===== src/plcr_pkg.sv =====
/*
 * Package for the link capability and link control register block:
 * byte offsets, field positions, fixed codes and reset values.
 * Assumes a 32-bit APB slave with word-aligned registers.
 */
`default_nettype none

package plcr_pkg;

	// ==========================================================
	// Register map
	localparam logic [11:0] LINK_CAPABILITIES_OFFS = 12'h04c;
	localparam logic [11:0] LINK_CONTROL_OFFS = 12'h050;
	localparam logic [11:0] PLCR_UNLOCK_OFFS = 12'h100;

	// ==========================================================
	// Link capabilities fields
	localparam int MAX_SPEED_LSB = 0;
	localparam int MAX_WIDTH_LSB = 4;
	localparam int LPS_SUPPORT_LSB = 10;
	localparam int L0S_LAT_LSB = 12;
	localparam int L1_LAT_LSB = 15;
	localparam int REFCLK_RM_BIT = 18;
	localparam int SURPRISE_BIT = 19;
	localparam int LINK_ACTIVE_BIT = 20;
	localparam int PORT_INDEX_LSB = 24;

	localparam logic [3:0] MAX_SPEED_GEN1 = 4'h1;
	localparam logic [5:0] WIDTH_X1 = 6'h01;
	localparam logic [5:0] WIDTH_X2 = 6'h02;
	localparam logic [5:0] WIDTH_X4 = 6'h04;
	localparam logic [1:0] LPS_SUPPORT_BOTH = 2'h3;
	localparam logic [2:0] L0S_LAT_SEPARATE = 3'h5;
	localparam logic [2:0] L0S_LAT_COMMON = 3'h3;
	localparam logic [2:0] L1_LAT_RESET = 3'h2;
	localparam logic REFCLK_RM_RESET = 1'h0;
	localparam logic DOWNSTREAM_CAP_RESET = 1'h1;

	// ==========================================================
	// Link control fields
	localparam int LPE_CTRL_LSB = 0;
	localparam int COMPL_BOUND_BIT = 3;
	localparam int SHARED_REFCLK_BIT = 6;
	localparam logic [1:0] LPE_CTRL_RESET = 2'h0;
	localparam logic [1:0] LPE_L0S = 2'h1;
	localparam logic [1:0] LPE_L1 = 2'h2;
	localparam logic [1:0] LPE_BOTH = 2'h3;

	// Unlock register
	localparam int UNLOCK_BIT = 0;

endpackage

`default_nettype wire


===== src/plcr_width_if.sv =====
/*
 * Interface carrying the programmed width code to the width decoder
 * and the effective width back. Assumes both ends share one clock.
 */
`default_nettype none

interface plcr_width_if;
	logic [5:0] programmed;
	logic [5:0] effective;
	modport owner (output programmed, input effective);
	modport decoder (input programmed, output effective);
endinterface

`default_nettype wire


===== src/plcr_regs.sv =====
/*
 * Link capabilities and link control register bank for one switch
 * port, reached over APB. Assumes the EEPROM loader presents one
 * load strobe after reset, and that strap parameters are static.
 */
// The APB slave port is this design's own decision.
`default_nettype none

module plcr_regs
	import plcr_pkg::*;
#(
	parameter logic [5:0] LANE_WIDTH = 6'h04,
	parameter logic IS_UPSTREAM = 1'b1,
	parameter logic [7:0] PORT_NUMBER = 8'h00
) (
	// Clock and reset
	input wire logic pclk,
	input wire logic presetn,
	// APB slave
	input wire logic psel,
	input wire logic penable,
	input wire logic pwrite,
	input wire logic [11:0] paddr,
	input wire logic [31:0] pwdata,
	input wire logic [3:0] pstrb,
	output logic [31:0] prdata,
	output logic pready,
	output logic pslverr,
	// EEPROM preload
	input wire logic eeprom_load,
	input wire logic [1:0] eeprom_lpe_ctrl,
	// Link-facing controls
	output logic [5:0] effective_width,
	output logic [1:0] lowpower_entry_control,
	output logic shared_refclk_flag
);
	import plcr_pkg::*;

	// ==========================================================
	// State
	logic [5:0] max_width_cap;
	logic [2:0] l1_exit_latency;
	logic refclk_removal_cap;
	logic surprise_down_report_cap;
	logic link_active_report_cap;
	logic unlock;
	logic [31:0] cap_word;
	logic [31:0] ctl_word;
	logic [2:0] l0s_exit_latency;
	logic wr_cap;
	logic wr_ctl;
	logic wr_unlock;
	logic access;
	logic mapped;

	plcr_width_if wif ();

	plcr_width_dec u_width_dec (
		.wif(wif.decoder)
	);

	assign wif.programmed = max_width_cap;
	assign effective_width = wif.effective;

	function automatic logic hit(input logic [11:0] a, input logic [11:0] offs);
		return a == offs;
	endfunction

	// ==========================================================
	// Bus decode; zero wait states, unmapped reads zero with error
	assign access = psel && penable;
	assign pready = 1'b1;
	assign mapped = hit(paddr, LINK_CAPABILITIES_OFFS) || hit(paddr, LINK_CONTROL_OFFS)
		|| hit(paddr, PLCR_UNLOCK_OFFS);
	assign pslverr = access && !mapped;
	assign wr_cap = access && pwrite && hit(paddr, LINK_CAPABILITIES_OFFS);
	assign wr_ctl = access && pwrite && hit(paddr, LINK_CONTROL_OFFS);
	assign wr_unlock = access && pwrite && hit(paddr, PLCR_UNLOCK_OFFS);

	// ==========================================================
	// Unlock control
	always_ff @(posedge pclk or negedge presetn) begin
		if (!presetn) begin
			unlock <= 1'b0;
		end else if (wr_unlock && pstrb[0]) begin
			unlock <= pwdata[UNLOCK_BIT];
		end
	end

	// ==========================================================
	// Lockable capability fields
	always_ff @(posedge pclk or negedge presetn) begin
		if (!presetn) begin
			max_width_cap <= LANE_WIDTH;
			l1_exit_latency <= L1_LAT_RESET;
			refclk_removal_cap <= REFCLK_RM_RESET;
			surprise_down_report_cap <= IS_UPSTREAM ? 1'b0 : DOWNSTREAM_CAP_RESET;
			link_active_report_cap <= IS_UPSTREAM ? 1'b0 : DOWNSTREAM_CAP_RESET;
		end else if (wr_cap && unlock) begin
			// Downstream width is fixed by its lanes; only upstream narrows
			if (IS_UPSTREAM && pstrb[0] && pstrb[1]) begin
				max_width_cap <= pwdata[MAX_WIDTH_LSB +: 6];
			end
			if (pstrb[1]) begin
				l1_exit_latency[0] <= pwdata[L1_LAT_LSB];
			end
			if (pstrb[2]) begin
				l1_exit_latency[2:1] <= pwdata[L1_LAT_LSB + 1 +: 2];
				refclk_removal_cap <= pwdata[REFCLK_RM_BIT];
				// Not applicable upstream, kept zero there
				surprise_down_report_cap <= pwdata[SURPRISE_BIT] && !IS_UPSTREAM;
				link_active_report_cap <= pwdata[LINK_ACTIVE_BIT] && !IS_UPSTREAM;
			end
		end
	end

	// ==========================================================
	// Link control
	always_ff @(posedge pclk or negedge presetn) begin
		if (!presetn) begin
			lowpower_entry_control <= LPE_CTRL_RESET;
			shared_refclk_flag <= 1'b0;
		end else if (eeprom_load) begin
			lowpower_entry_control <= eeprom_lpe_ctrl;
		end else if (wr_ctl && pstrb[0]) begin
			lowpower_entry_control <= pwdata[LPE_CTRL_LSB +: 2];
			shared_refclk_flag <= pwdata[SHARED_REFCLK_BIT];
		end
	end

	// ==========================================================
	// Read words
	assign l0s_exit_latency = shared_refclk_flag ? L0S_LAT_COMMON : L0S_LAT_SEPARATE;

	always_comb begin
		cap_word = '0;
		cap_word[MAX_SPEED_LSB +: 4] = MAX_SPEED_GEN1;
		cap_word[MAX_WIDTH_LSB +: 6] = max_width_cap;
		cap_word[LPS_SUPPORT_LSB +: 2] = LPS_SUPPORT_BOTH;
		cap_word[L0S_LAT_LSB +: 3] = l0s_exit_latency;
		cap_word[L1_LAT_LSB +: 3] = l1_exit_latency;
		cap_word[REFCLK_RM_BIT] = refclk_removal_cap;
		cap_word[SURPRISE_BIT] = surprise_down_report_cap;
		cap_word[LINK_ACTIVE_BIT] = link_active_report_cap;
		cap_word[PORT_INDEX_LSB +: 8] = PORT_NUMBER;
	end

	always_comb begin
		ctl_word = '0;
		ctl_word[LPE_CTRL_LSB +: 2] = lowpower_entry_control;
		ctl_word[COMPL_BOUND_BIT] = 1'b0;
		ctl_word[SHARED_REFCLK_BIT] = shared_refclk_flag;
	end

	// Registered read data, loaded in the setup cycle
	always_ff @(posedge pclk or negedge presetn) begin
		if (!presetn) begin
			prdata <= '0;
		end else if (psel && !penable && !pwrite) begin
			if (hit(paddr, LINK_CAPABILITIES_OFFS)) begin
				prdata <= cap_word;
			end else if (hit(paddr, LINK_CONTROL_OFFS)) begin
				prdata <= ctl_word;
			end else if (hit(paddr, PLCR_UNLOCK_OFFS)) begin
				prdata <= {31'h0, unlock};
			end else begin
				prdata <= '0;
			end
		end
	end
endmodule

`default_nettype wire


===== src/plcr_width_dec.sv =====
/*
 * Width decoder: maps the programmed maximum width code onto the width
 * the link really trains to. Assumes a purely combinational use.
 */
`default_nettype none

module plcr_width_dec
	import plcr_pkg::*;
(
	// Width codes
	plcr_width_if.decoder wif
);

	// ==========================================================
	// Decode
	always_comb begin
		unique case (wif.programmed)
			WIDTH_X1, WIDTH_X2, WIDTH_X4: wif.effective = wif.programmed;
			default: wif.effective = WIDTH_X1;
		endcase
	end

endmodule

`default_nettype wire


===== config.mk =====
export PLATFORM = sky130hd
export DESIGN_NAME = plcr_regs
export DESIGN_NICKNAME = d
export VERILOG_FILES = /design/src/plcr_pkg.sv /design/src/plcr_width_if.sv /design/src/plcr_regs.sv /design/src/plcr_width_dec.sv
export SDC_FILE = /design/constraint.sdc
export NUM_CORES = 1
export LEC_CHECK = 0
export BUFFER_PORTS_ARGS = -buffer_cell sky130_fd_sc_hd__buf_2
export CAP_MARGIN = 20
export CORE_MARGIN = 5
export CORE_UTILIZATION = 45
export CTS_BUF_LIST = sky130_fd_sc_hd__clkbuf_16
export DETAILED_ROUTE_END_ITERATION = 16
export GPL_TIMING_DRIVEN = 0
export PLACE_DENSITY_LB_ADDON = 0.1
export SYNTH_ARGS = -nofsm -noshare
export SYNTH_HDL_FRONTEND = slang
export SYNTH_SLANG_ARGS = --single-unit
export TNS_END_PERCENT = 100

===== constraint.sdc =====
create_clock -name pclk -period 2.6 [get_ports pclk]
set_input_delay 0.26 -clock pclk [delete_from_list [all_inputs] [get_ports pclk]]
set_output_delay 0.26 -clock pclk [all_outputs]
set_load 0.01 [all_outputs]

**Yosys cells after proc, flatten, opt, wreduce, memory -nomap -nowiden**

Index checks and enable logic that the tools add are counted.

- Output and inout bits: 43
- Input port bits: 56
- Register bits: 46
- Word-level logic and storage cells: 45

- Multiplexer cells: 7
- Reduce and logical (&&, ||, !) cells: 23
- Bitwise logic cells: 1
- Equal/unequal tests: 6

Operator list:

| kind | count |
|---|---|
| 12-bit by 7-bit equality test with 1-bit output, second input constant | 2 |
| 19-bit two-way mux | 1 |
| 12-bit by 9-bit equality test with 1-bit output, second input constant | 1 |
| 1-bit logical AND | 12 |
| 2-bit AND reduction | 4 |
| 7-bit two-way mux | 1 |
| 6-bit by 1-bit equality test with 1-bit output, second input constant | 1 |
| 6-bit by 2-bit equality test with 1-bit output, second input constant | 1 |
| 6-bit by 3-bit equality test with 1-bit output, second input constant | 1 |
| 6-bit two-way mux | 1 |
| 2-bit two-way mux | 2 |
| 1-bit logical NOT | 3 |
| 3-bit two-way mux | 1 |
| 3-bit OR reduction | 1 |
| 1-bit logical OR | 2 |
| 2-bit nonzero test | 1 |
| 1-bit two-way mux | 1 |
| 1-bit inverter | 1 |

**Logic depth before layout (Yosys ltp)**

Gate-level depths: netlist (run 1).

- Depth after elaboration: 6
- Depth in mapped cells: 6

**Hierarchy**

Synthesis (run 1) repeated with hierarchy kept, for this count alone.

- Cells, all modules: 131
- Area, all modules: 1482.7 um^2

By module, submodules not included:

| module | times used | sequential area each (um^2) | cells each | area each (um^2) |
|---|---|---|---|---|
| plcr_regs | 1 | 728.2 | 122 | 1405.1 |
| plcr_width_dec | 1 | 0.0 | 9 | 77.6 |

**Worst setup path before layout (run 1)**

No wires, ideal clock.

- Path type: input -> register
- From: in paddr[1]
- To: reg shared_refclk_flag
- Stages: 5
- Arrival: 1.747 ns
- Slack: 0.728 ns
- Required time: 2.475 ns
- Cell sequence: or4_4 > buf_6 > nor4_4 > nor2b_1 > mux2_2

- Longest elaborated chain between the ends: 4

Ends and longest elaborated chain:

| element | RTL line | source |
|---|---|---|
| from (decl) | plcr_regs.sv:23 | `input wire logic [11:0] paddr,` |
| 12-bit by 7-bit equality test with 1-bit output | plcr_regs.sv:66 | `return a == offs;` |
| 1-bit logical AND | plcr_regs.sv:77 | `assign wr_ctl = access && pwrite && hit(paddr, LINK_CONTROL_OFFS);` |
| 1-bit logical AND | plcr_regs.sv:125 | `end else if (wr_ctl && pstrb[0]) begin` |
| 2-bit AND reduction (no source line) | n/a |  |
| to (signal assigned) | plcr_regs.sv:127 | `shared_refclk_flag <= pwdata[SHARED_REFCLK_BIT];` |
| to (decl) | plcr_regs.sv:35 | `output logic shared_refclk_flag` |

Every way passes these cells.
A chain may end at the register's enable or synchronous reset.

**Worst setup path in the final report (run 1)**

- From: in paddr[1]
- To: out pslverr

- Longest elaborated chain between the ends: 5

Ends and longest elaborated chain:

| element | RTL line | source |
|---|---|---|
| 12-bit by 7-bit equality test with 1-bit output | plcr_regs.sv:66 |  |
| 1-bit logical OR | plcr_regs.sv:73 | `assign mapped = hit(paddr, LINK_CAPABILITIES_OFFS) \|\| hit(paddr, LINK_CONTROL_OFFS)` |
| 1-bit logical OR * | plcr_regs.sv:74 | `\|\| hit(paddr, PLCR_UNLOCK_OFFS);` |
| 1-bit logical NOT * | plcr_regs.sv:75 | `assign pslverr = access && !mapped;` |
| 1-bit logical AND * | plcr_regs.sv:75 |  |
| to (decl) | plcr_regs.sv:28 | `output logic pslverr,` |

Mark *: on every way between the ends. The rest lies on a longest branch, timed or not.

==> metrics, run 1 <==
status=finished, final reports clean; initial DRC count=31; DRC errors left=0; CP max FO=7; Total GRT Usage=15.25%; via count=1225; pwr/cell area=514.4 nW/um^2; H-tree depth=2; Synth warnings=0; power consumption=1.071 mW; synthesized cell area=1534 sq um; routed length per placed instance=13.00 microns; Total Neg Setup Slack=0 ns; WL final=3405 microns; Skew-Pair Late Insertion Delay=0.27 ns; reg2reg setup slack=1.19 ns; vias in the first global route=1180; DIE AREA=4677 sq um; Finished Layout Cells=262; NumNets Final=271; largest net degree at the start of global routing=30; Mean Syn Cell Area=11.53 sq um; FF-to-FF path depth=4; post-cts gate resize count=0; area of the multi-input gates=669.4 sq um; FF/Latch Area=728.2 sq um; worst-margin pin slew=0.6283 ns; Post-DRT Antenna Nets=0; #FFs+latches synth=29; Detailed Routing Iterations Pass 1=3; Tmin final=1.945 ns; TritonCTS clock tree=done; most frequent cells in the layout=buf_2 (59), dfrtp_1 (27), buf_4 (22), conb_1 (19), nand2_1 (12); CTS buffer count=5; setup ws final=0.6551 ns; most common cell after layout, fill and taps aside=buf_2; CTS Hold Bufs=0; antenna violations before repair=0; Fmax=514.2 MHz; Peak supply drop=0.2686 mV; Slew Limit Fails=0; max-cap viol count=0; r2r endpoint=max_width_cap[4]; final hold violation count=0; GR Overflow Total=0; root buf cell=clkbuf_16; Post-CTS Setup Bufs=0; element type at the critical path end=primary output; Final period util=74.80%; die extent in x=68.39 microns; clk buf depth=2; Worst Clk Skew=0.004395 ns; Syn-to-layout area delta=35.73%; Arrival @ worst endpoint=1.68 ns; RSZ-0062 raised after global routing=false; placed cells=254; share of cells above drive strength 1=49.54%; Final GP Congestion=0.8076; HP Class=input port to async pin; Buffers on Ports=58; CTS sink count=29; final design utilization=62.89%; I/O Pins=99; final setup fails=0; Distinct cells, synth=34; core area=3311 sq um; Syn Inst Count=133; Ant. Diodes=0; Slew HR=58.11%; DP Worst Slack=0.5386 ns; dpl hpwl=2724 microns; initial core utilization=46.33%; fill count=297; Critical Path Source Type=input port; Vias/cell=4.676; num rows=21; post-synthesis sequential area ratio=47.47%; first-pass GRT wire length=5181 microns; kind of critical path=input port to primary output; origin of the critical flop-to-flop path=unlock; Lkg Pwr=1.159 nW; Worst EP required=2.34 ns; clk slew on worst S/H paths=0.04 ns; DIE HEIGHT=68.39 microns
## through the flow
stage                     hold slack, ns  cell area [sq um]
after floorplan                 -0.03559               1598
after global placement            0.3107               1946
after detailed placement          0.3222               1946
after CTS                        0.03279               2082
after global routing             0.06652               2082
final                            0.01081               2082
## kinds of logic (layout without fill, tap and decap cells)
logic type | count (synthesis) | after routing | share of synthesized area (%)
AO/OA/AOI/OAI | 18 | 18 | 8.728
XOR/XNOR | 1 | 1 | 0.5711
buffers and inverters | 29 | 95 | 13.05
flip-flops | 29 | 29 | 47.47
multiplexers | 14 | 14 | 11.58
other | 2 | 19 | 0.4896
AND/OR/NAND/NOR | 40 | 40 | 18.11
## worst max path at each step
stage                           from                 end  cells after the start
detailed placement          paddr[8]    max_width_cap[0]                      6
global route        max_width_cap[5]  effective_width[2]                      3
CTS                         paddr[8]             pslverr                      6
global placement            paddr[1]  shared_refclk_flag                      6
floorplan                   paddr[1]  shared_refclk_flag                      5
finish                      paddr[1]             pslverr                      6
## cells in the mapped netlist (all sizes together)
cell | count | share of area [%]
or4bb | 1 | 0.73
nor4 | 3 | 3.6
or3b | 1 | 0.57
nor2b | 1 | 0.41
nor3b | 2 | 0.98
conb | 2 | 0.49
o211ai | 1 | 0.49
nand2 | 12 | 2.9
nand2b | 1 | 0.41
a22o | 10 | 5.7
mux2i | 2 | 1.3
or4b | 2 | 1.3
mux2 | 12 | 10
xor2 | 1 | 0.57
o21ai | 6 | 2.0
buf | 24 | 12
or4 | 2 | 1.2
nand4 | 2 | 0.82
inv | 3 | 0.73
nand4b | 1 | 0.57
dfstp | 2 | 3.4
nor4b | 1 | 0.57
nor2 | 5 | 1.2
clkbuf | 2 | 0.49
a2bb2oi | 1 | 0.57
nor3 | 3 | 0.98
dfrtp | 27 | 44
nand3 | 3 | 1.8
## state kept, by name, indices dropped and copies added (netlist names)
name,flops
prdata,15
l1_exit_latency,3
refclk_removal_cap,1
lowpower_entry_control,2
max_width_cap,6
shared_refclk_flag,1
unlock,1
## layer usage
| layer | up-vias | wire length (microns) | track usage [%] |
|---|---|---|---|
| met3 | 5 | 313 | 6.076 |
| li1 | 595 | - | - |
| met5 | - | 0 | 0 |
| met4 | 0 | 54 | 5.211 |
| met1 | 568 | 1469 | 18.49 |
| met2 | 57 | 1567 | 24.43 |
## report_power, final
group | total (mW) | internal, mW | switching [mW]
logic | 0.0991 | 0.0472 | 0.0519
clock network | 0.514 | 0.341 | 0.173
registers | 0.458 | 0.456 | 0.00224
## cell type report
type	count	share of cell area, %
clock buffer	5	6.010
tap	46	2.764
buffer	26	9.074
inverter	3	0.5409
timing repair buffer	58	13.94
clock inverter	3	0.5409
sequential	29	34.98
multi-input combinational	92	32.15
## worst max-delay path, stage by stage
cell and delay [ns]:
buf_2 0.09, or4_4 0.52, buf_6 0.16, nor3_1 0.39
nor3_1 0.11, buf_2 0.16
Power figures use the tool's default switching activity.
==> run 2: changes to the inputs <==
ABC_AREA = 1   (was not set)
CORE_UTILIZATION = 39   (was 45)
clock period = 1.61 ns   (was 2.6 ns; I/O delays follow)
==> metrics, run 2 <==
CP max stage cell=dfstp_2; CP max FO=4; Vias/cell=4.350; first-pass GRT wire length=6472 microns; area of the multi-input gates=763.2 sq um; clk buf depth=2; Syn Inst Count=221; max reg flops=15; num rows=24; CTS sink count=29; synth top area cells=dfrtp_1 (40%), nand2_1 (17%), buf_4 (9.2%); core area=4294 sq um; CTS buffer count=5; leading area contributor after synthesis=dfrtp_1; Critical Path Max Stage Delay=0.56 ns; Total Neg Setup Slack=0 ns; crit path launch=max_width_cap[2]; Slew Limit Fails=0; GR Overflow Total=0; fraction of registers with async set/reset=100.0%; worst hold path endpoint=l1_exit_latency[1]; Final GP Congestion=0.8276; top flop regs=prdata (15), max_width_cap (6), l1_exit_latency (3); power consumption=1.796 mW; Syn-to-layout area delta=33.26%; RSZ-0062 raised after global routing=false; Total GRT Usage=13.37%; largest family of logic cells by synthesized area=simple AND/OR/NAND/NOR gates; WL final=3903 microns; CTS Hold Bufs=1; vias in the first global route=1432; Synth top area share=39.56%; max-cap viol count=0; Skew-Pair Late Insertion Delay=0.27 ns; worst-margin pin slew=0.6306 ns; synthesized cell area=1708 sq um; NumNets Final=360; Mean Syn Cell Area=7.728 sq um; Peak supply drop=0.5477 mV; Hold Path Depth=3; most common cell after layout, fill and taps aside=nand2_1; Logic pwr share=11.1%; share of cells above drive strength 1=38.36%; number of enable flip-flop cells after synthesis=0; Detailed Routing Iterations Pass 1=4; Fmax=684.9 MHz; routed length per placed instance=10.93 microns; complex-gate fraction of the synthesized area=3.223%; Post-DRT Antenna Nets=0; die extent in x=76.18 microns; Hold WS=0.1157 ns; Slew HR=57.96%; Finished Layout Cells=357; final setup fails=0; Main synth FF type=dfrtp_1; H-tree depth=2; largest net degree at the start of global routing=30; TritonCTS clock tree=done; DIE HEIGHT=76.18 microns; FF-to-FF path depth=5; origin of the critical flop-to-flop path=unlock; Net Sw Power=417.2 uW; kind of critical path=flip-flop to primary output; Distinct cells, synth=28; Ant. Diodes=0; initial DRC count=93; root buf cell=clkbuf_16; r2r endpoint=max_width_cap[5]; Lkg Pwr=1.359 nW; fill count=434; HP Class=input port to flip-flop; post-synthesis xor/xnor area fraction=0%; Reg power frac=41.2%; CP cell instances=inv_1, a21oi_1, o2111ai_1, buf_2; DRC errors left=0; sw frac=23.23%; I/O Pins=99; post-synthesis simple-gate area fraction=37.29%; final hold violation count=0; most frequent cells in the layout=nand2_1 (77), buf_2 (60), dfrtp_1 (27), buf_4 (21), conb_1 (19); Post-CTS Setup Bufs=0; placed cells=348; Final period util=90.69%; post-synthesis sequential area ratio=42.64%; Tmin final=1.460 ns; Worst Clk Skew=0.003625 ns; dpl hpwl=3121 microns; initial core utilization=39.77%; Critical Path Source Type=flip-flop; Arrival @ worst endpoint=1.30 ns; clock power share=47.6%; Adder-Cell Fraction of Synth Area=0%; status=finished, final reports clean; DIE AREA=5803 sq um; Synth warnings=0; largest reg by FF count=prdata; Int Pwr=1.379 mW; multiplexer share of the synthesized area=0%; element type at the critical path end=primary output; Worst EP required=1.45 ns; antenna violations before repair=0; Buffers on Ports=58; most common cell in the netlist=nand2_1; #FFs+latches synth=29; Post-synth top cells=nand2_1 (77), dfrtp_1 (27), buf_4 (21), inv_1 (15); reg2reg setup slack=0.53 ns; pwr/cell area=789.3 nW/um^2; FF/Latch Area=728.2 sq um; Hold Crit Start=pwdata[16]; via count=1553; post-cts gate resize count=0; clk slew on worst S/H paths=0.05 ns
==> run 2: changes by cell type after synthesis, moves of 9 or more <==
cell     change
nand2_1     +65
inv_1       +12
nand4_1     +12
nand3_1     +11
a22o_1      -10
inv_2        +9
nor2_1       +9
==> run 2: worst max path at each step <==
stage | to | slack, ns | depth (start not counted)
after floorplan | effective_width[0] | 0.58 | 3
after global placement | pslverr | 0.30 | 8
after detailed placement | pslverr | 0.29 | 8
after CTS | effective_width[0] | 0.13 | 4
after global routing | effective_width[0] | 0.04 | 4
final | effective_width[0] | 0.15 | 4
==> run 2: layer usage <==
metal	routed length, microns	GRT usage (%)
met1	1757	16.52
met2	1805	20.89
met3	313	5.910
met4	27	4.196
met5	0	0
==> run 2: logic make-up after synthesis <==
kind of cell / Yosys count
simple gates: 132
other cells: 2
buf+inv: 50
flops: 29
compound gates: 8
==> run 2: power by group through the flow <==
stage | combinational (mW) | clock, mW | sequential, mW
final | 0.199 | 0.856 | 0.741
after global routing | 0.224 | 0.919 | 0.741
after CTS | 0.200 | 0.878 | 0.741
after detailed placement | 0.199 | 0 | 0.753
after global placement | 0.196 | 0 | 0.753
after floorplan | 0.110 | 0 | 0.754
==> run 2: critical path, delay by kind of cell (launching register included) <==
| kind | cells | cell delay [ns] |
|---|---|---|
| AO/OA/AOI/OAI | 2 | 0.25 |
| buffers and inverters | 2 | 0.23 |
| flip-flops | 1 | 0.56 |
==> run 2: area by class of cell <==
class,instances,share of cell area (%)
well taps,52,2.859
inverters,26,4.453
multi-input cells,159,33.53
flip-flops and latches,29,32.00
clock buffers,5,5.498
clock inverters,3,0.6047
repair buffers,59,13.19
plain buffers,24,7.861
==> run 2: metrics by stage <==
step	setup slack [ns]	utilization, %	area, sq um
6_report	0.1499	53.00	2276
5_1_grt	0.04160	53.00	2276
4_1_cts	0.1348	53.00	2276
3_5_place_dp	0.2855	49.53	2127
3_3_place_gp	0.2965	49.53	2127
2_1_floorplan	0.5792	-	1772
==> run 3: changes to the inputs <==
clock period = 1.2 ns   (was 1.61 ns; I/O delays follow)
==> metrics, run 3 (synthesized netlist as in run 2, its figures left out) <==
crit path launch=max_width_cap[2]; Worst Setup EP=effective_width[0]; via count=1582; reg2reg setup slack=0.12 ns; CTS buffer count=5; Lkg Pwr=1.392 nW; Fmax=737.9 MHz; clk slew on worst S/H paths=0.05 ns; max reg flops=15; CTS sink count=29; routed length per placed instance=11.24 microns; fill count=432; final hold violation count=0; clk buf depth=2; Worst Clk Skew=0.004423 ns; RSZ-0062 raised after global routing=true; Final GP Congestion=0.8276; initial DRC count=48; most common cell after layout, fill and taps aside=nand2_1; DIE HEIGHT=76.18 microns; die extent in x=76.18 microns; worst-margin pin slew=0.6390 ns; initial core utilization=39.77%; Slew HR=57.40%; r2r endpoint=max_width_cap[5]; pwr/cell area=1035 nW/um^2; core area=4294 sq um; Syn-to-layout area delta=36.85%; vias in the first global route=1444; dpl hpwl=3121 microns; largest net degree at the start of global routing=30; Critical Path Source Type=flip-flop; I/O Pins=99; largest reg by FF count=prdata; Worst EP required=1.08 ns; max-cap viol count=0; NumNets Final=364; H-tree depth=2; WL final=4059 microns; GR Overflow Total=0; FF-to-FF path depth=5; first-pass GRT wire length=6499 microns; TritonCTS clock tree=done; Tmin final=1.355 ns; Slew Limit Fails=0; share of cells above drive strength 1=42.07%; origin of the critical flop-to-flop path=unlock; DRC errors left=0; Total GRT Usage=13.47%; root buf cell=clkbuf_16; top flop regs=prdata (15), max_width_cap (6), l1_exit_latency (3); CP max FO=3; Vias/cell=4.382; Ant. Diodes=0; most frequent cells in the layout=nand2_1 (76), buf_2 (60), dfrtp_1 (27), buf_4 (24), conb_1 (19); Post-DRT Antenna Nets=0; num rows=24; kind of critical path=flip-flop to primary output; Skew-Pair Late Insertion Delay=0.27 ns; antenna violations before repair=0; failing checks=setup timing; Final period util=112.9%; Peak supply drop=0.7358 mV; Arrival @ worst endpoint=1.24 ns; final setup fails=3; DP Worst Slack=-0.04255 ns; setup ws final=-0.1551 ns; Detailed Routing Iterations Pass 1=4; element type at the critical path end=primary output; Buffers on Ports=58; DIE AREA=5803 sq um; HP Class=input port to flip-flop; status=complete, but fails checks; power consumption=2.419 mW
run 3: changes by cell type in the layout (fill, tap and decap cells not counted), moves of 2 or more:
cell	delta
buf_4	+3
inv_1	-3
inv_2	+3
nor2_1	-2
nor2_2	+2
run 3: layout make-up:
cell class / count / area, sq um / area share (%)
well taps: 52 / 65.06 / 2.784
multi-input cells: 159 / 790.8 / 33.83
plain buffers: 24 / 178.9 / 7.655
clock buffers: 5 / 125.1 / 5.353
repair buffers: 63 / 334.1 / 14.29
inverters: 26 / 101.3 / 4.336
clock inverters: 3 / 13.76 / 0.5889
flip-flops and latches: 29 / 728.2 / 31.16
run 3: critical path, cell delays in order (launching register included):
cell	delay, ns
dfstp_2	0.55
inv_2	0.05
a21oi_2	0.10
o2111ai_1	0.11
buf_2	0.16
run 3: worst min-delay path by stage:
| stage | from | to | slack, ns | cells after the start |
|---|---|---|---|---|
| after detailed placement | presetn | prdata[5] | 0.19 | 1 |
| final | pwdata[16] | l1_exit_latency[1] | 0.07 | 3 |
| after floorplan | presetn | l1_exit_latency[0] | -0.18 | 0 |
| after global routing | pwdata[16] | l1_exit_latency[1] | 0.09 | 3 |
| after global placement | presetn | prdata[5] | 0.18 | 1 |
| after CTS | pwdata[16] | l1_exit_latency[1] | 0.07 | 3 |
run 3: what timing repair did:
action	in CTS	in global routing
hold buffers	1	0
endpoints found under the hold margin	27	0
endpoints found under the setup margin	4	4
gates resized for setup	5	6
pin swaps	1	4
cloned	0	0
buffers inserted	1	3
run 3: where the power goes:
part / switching, mW / total [mW] / internal (mW)
Clock: 0.404 / 1.15 / 0.749
Combinational: 0.157 / 0.272 / 0.115
Sequential: 0.00659 / 0.994 / 0.988
Total: 0.567 / 2.42 / 1.85
run 3: metal layers:
layer	global-route usage (%)	wire length (microns)	vias up
met5	0	0	-
met2	21.23	1897	45
met3	5.910	328	4
met4	4.196	42	0
met1	16.52	1791	702
li1	-	-	831
run 3: metrics by stage:
step	instance area [sq um]	TNS (ns)	cells	util, %	hold slack (ns)
after floorplan	1772	0	238	-	-0.1756
after global placement	2127	-0.03145	348	49.53	0.1840
after detailed placement	2127	-0.07568	348	49.53	0.1902
after CTS	2295	-0.3224	358	53.44	0.07276
after global routing	2337	-0.5174	361	54.43	0.08600
final	2337	-0.3269	361	54.43	0.07216
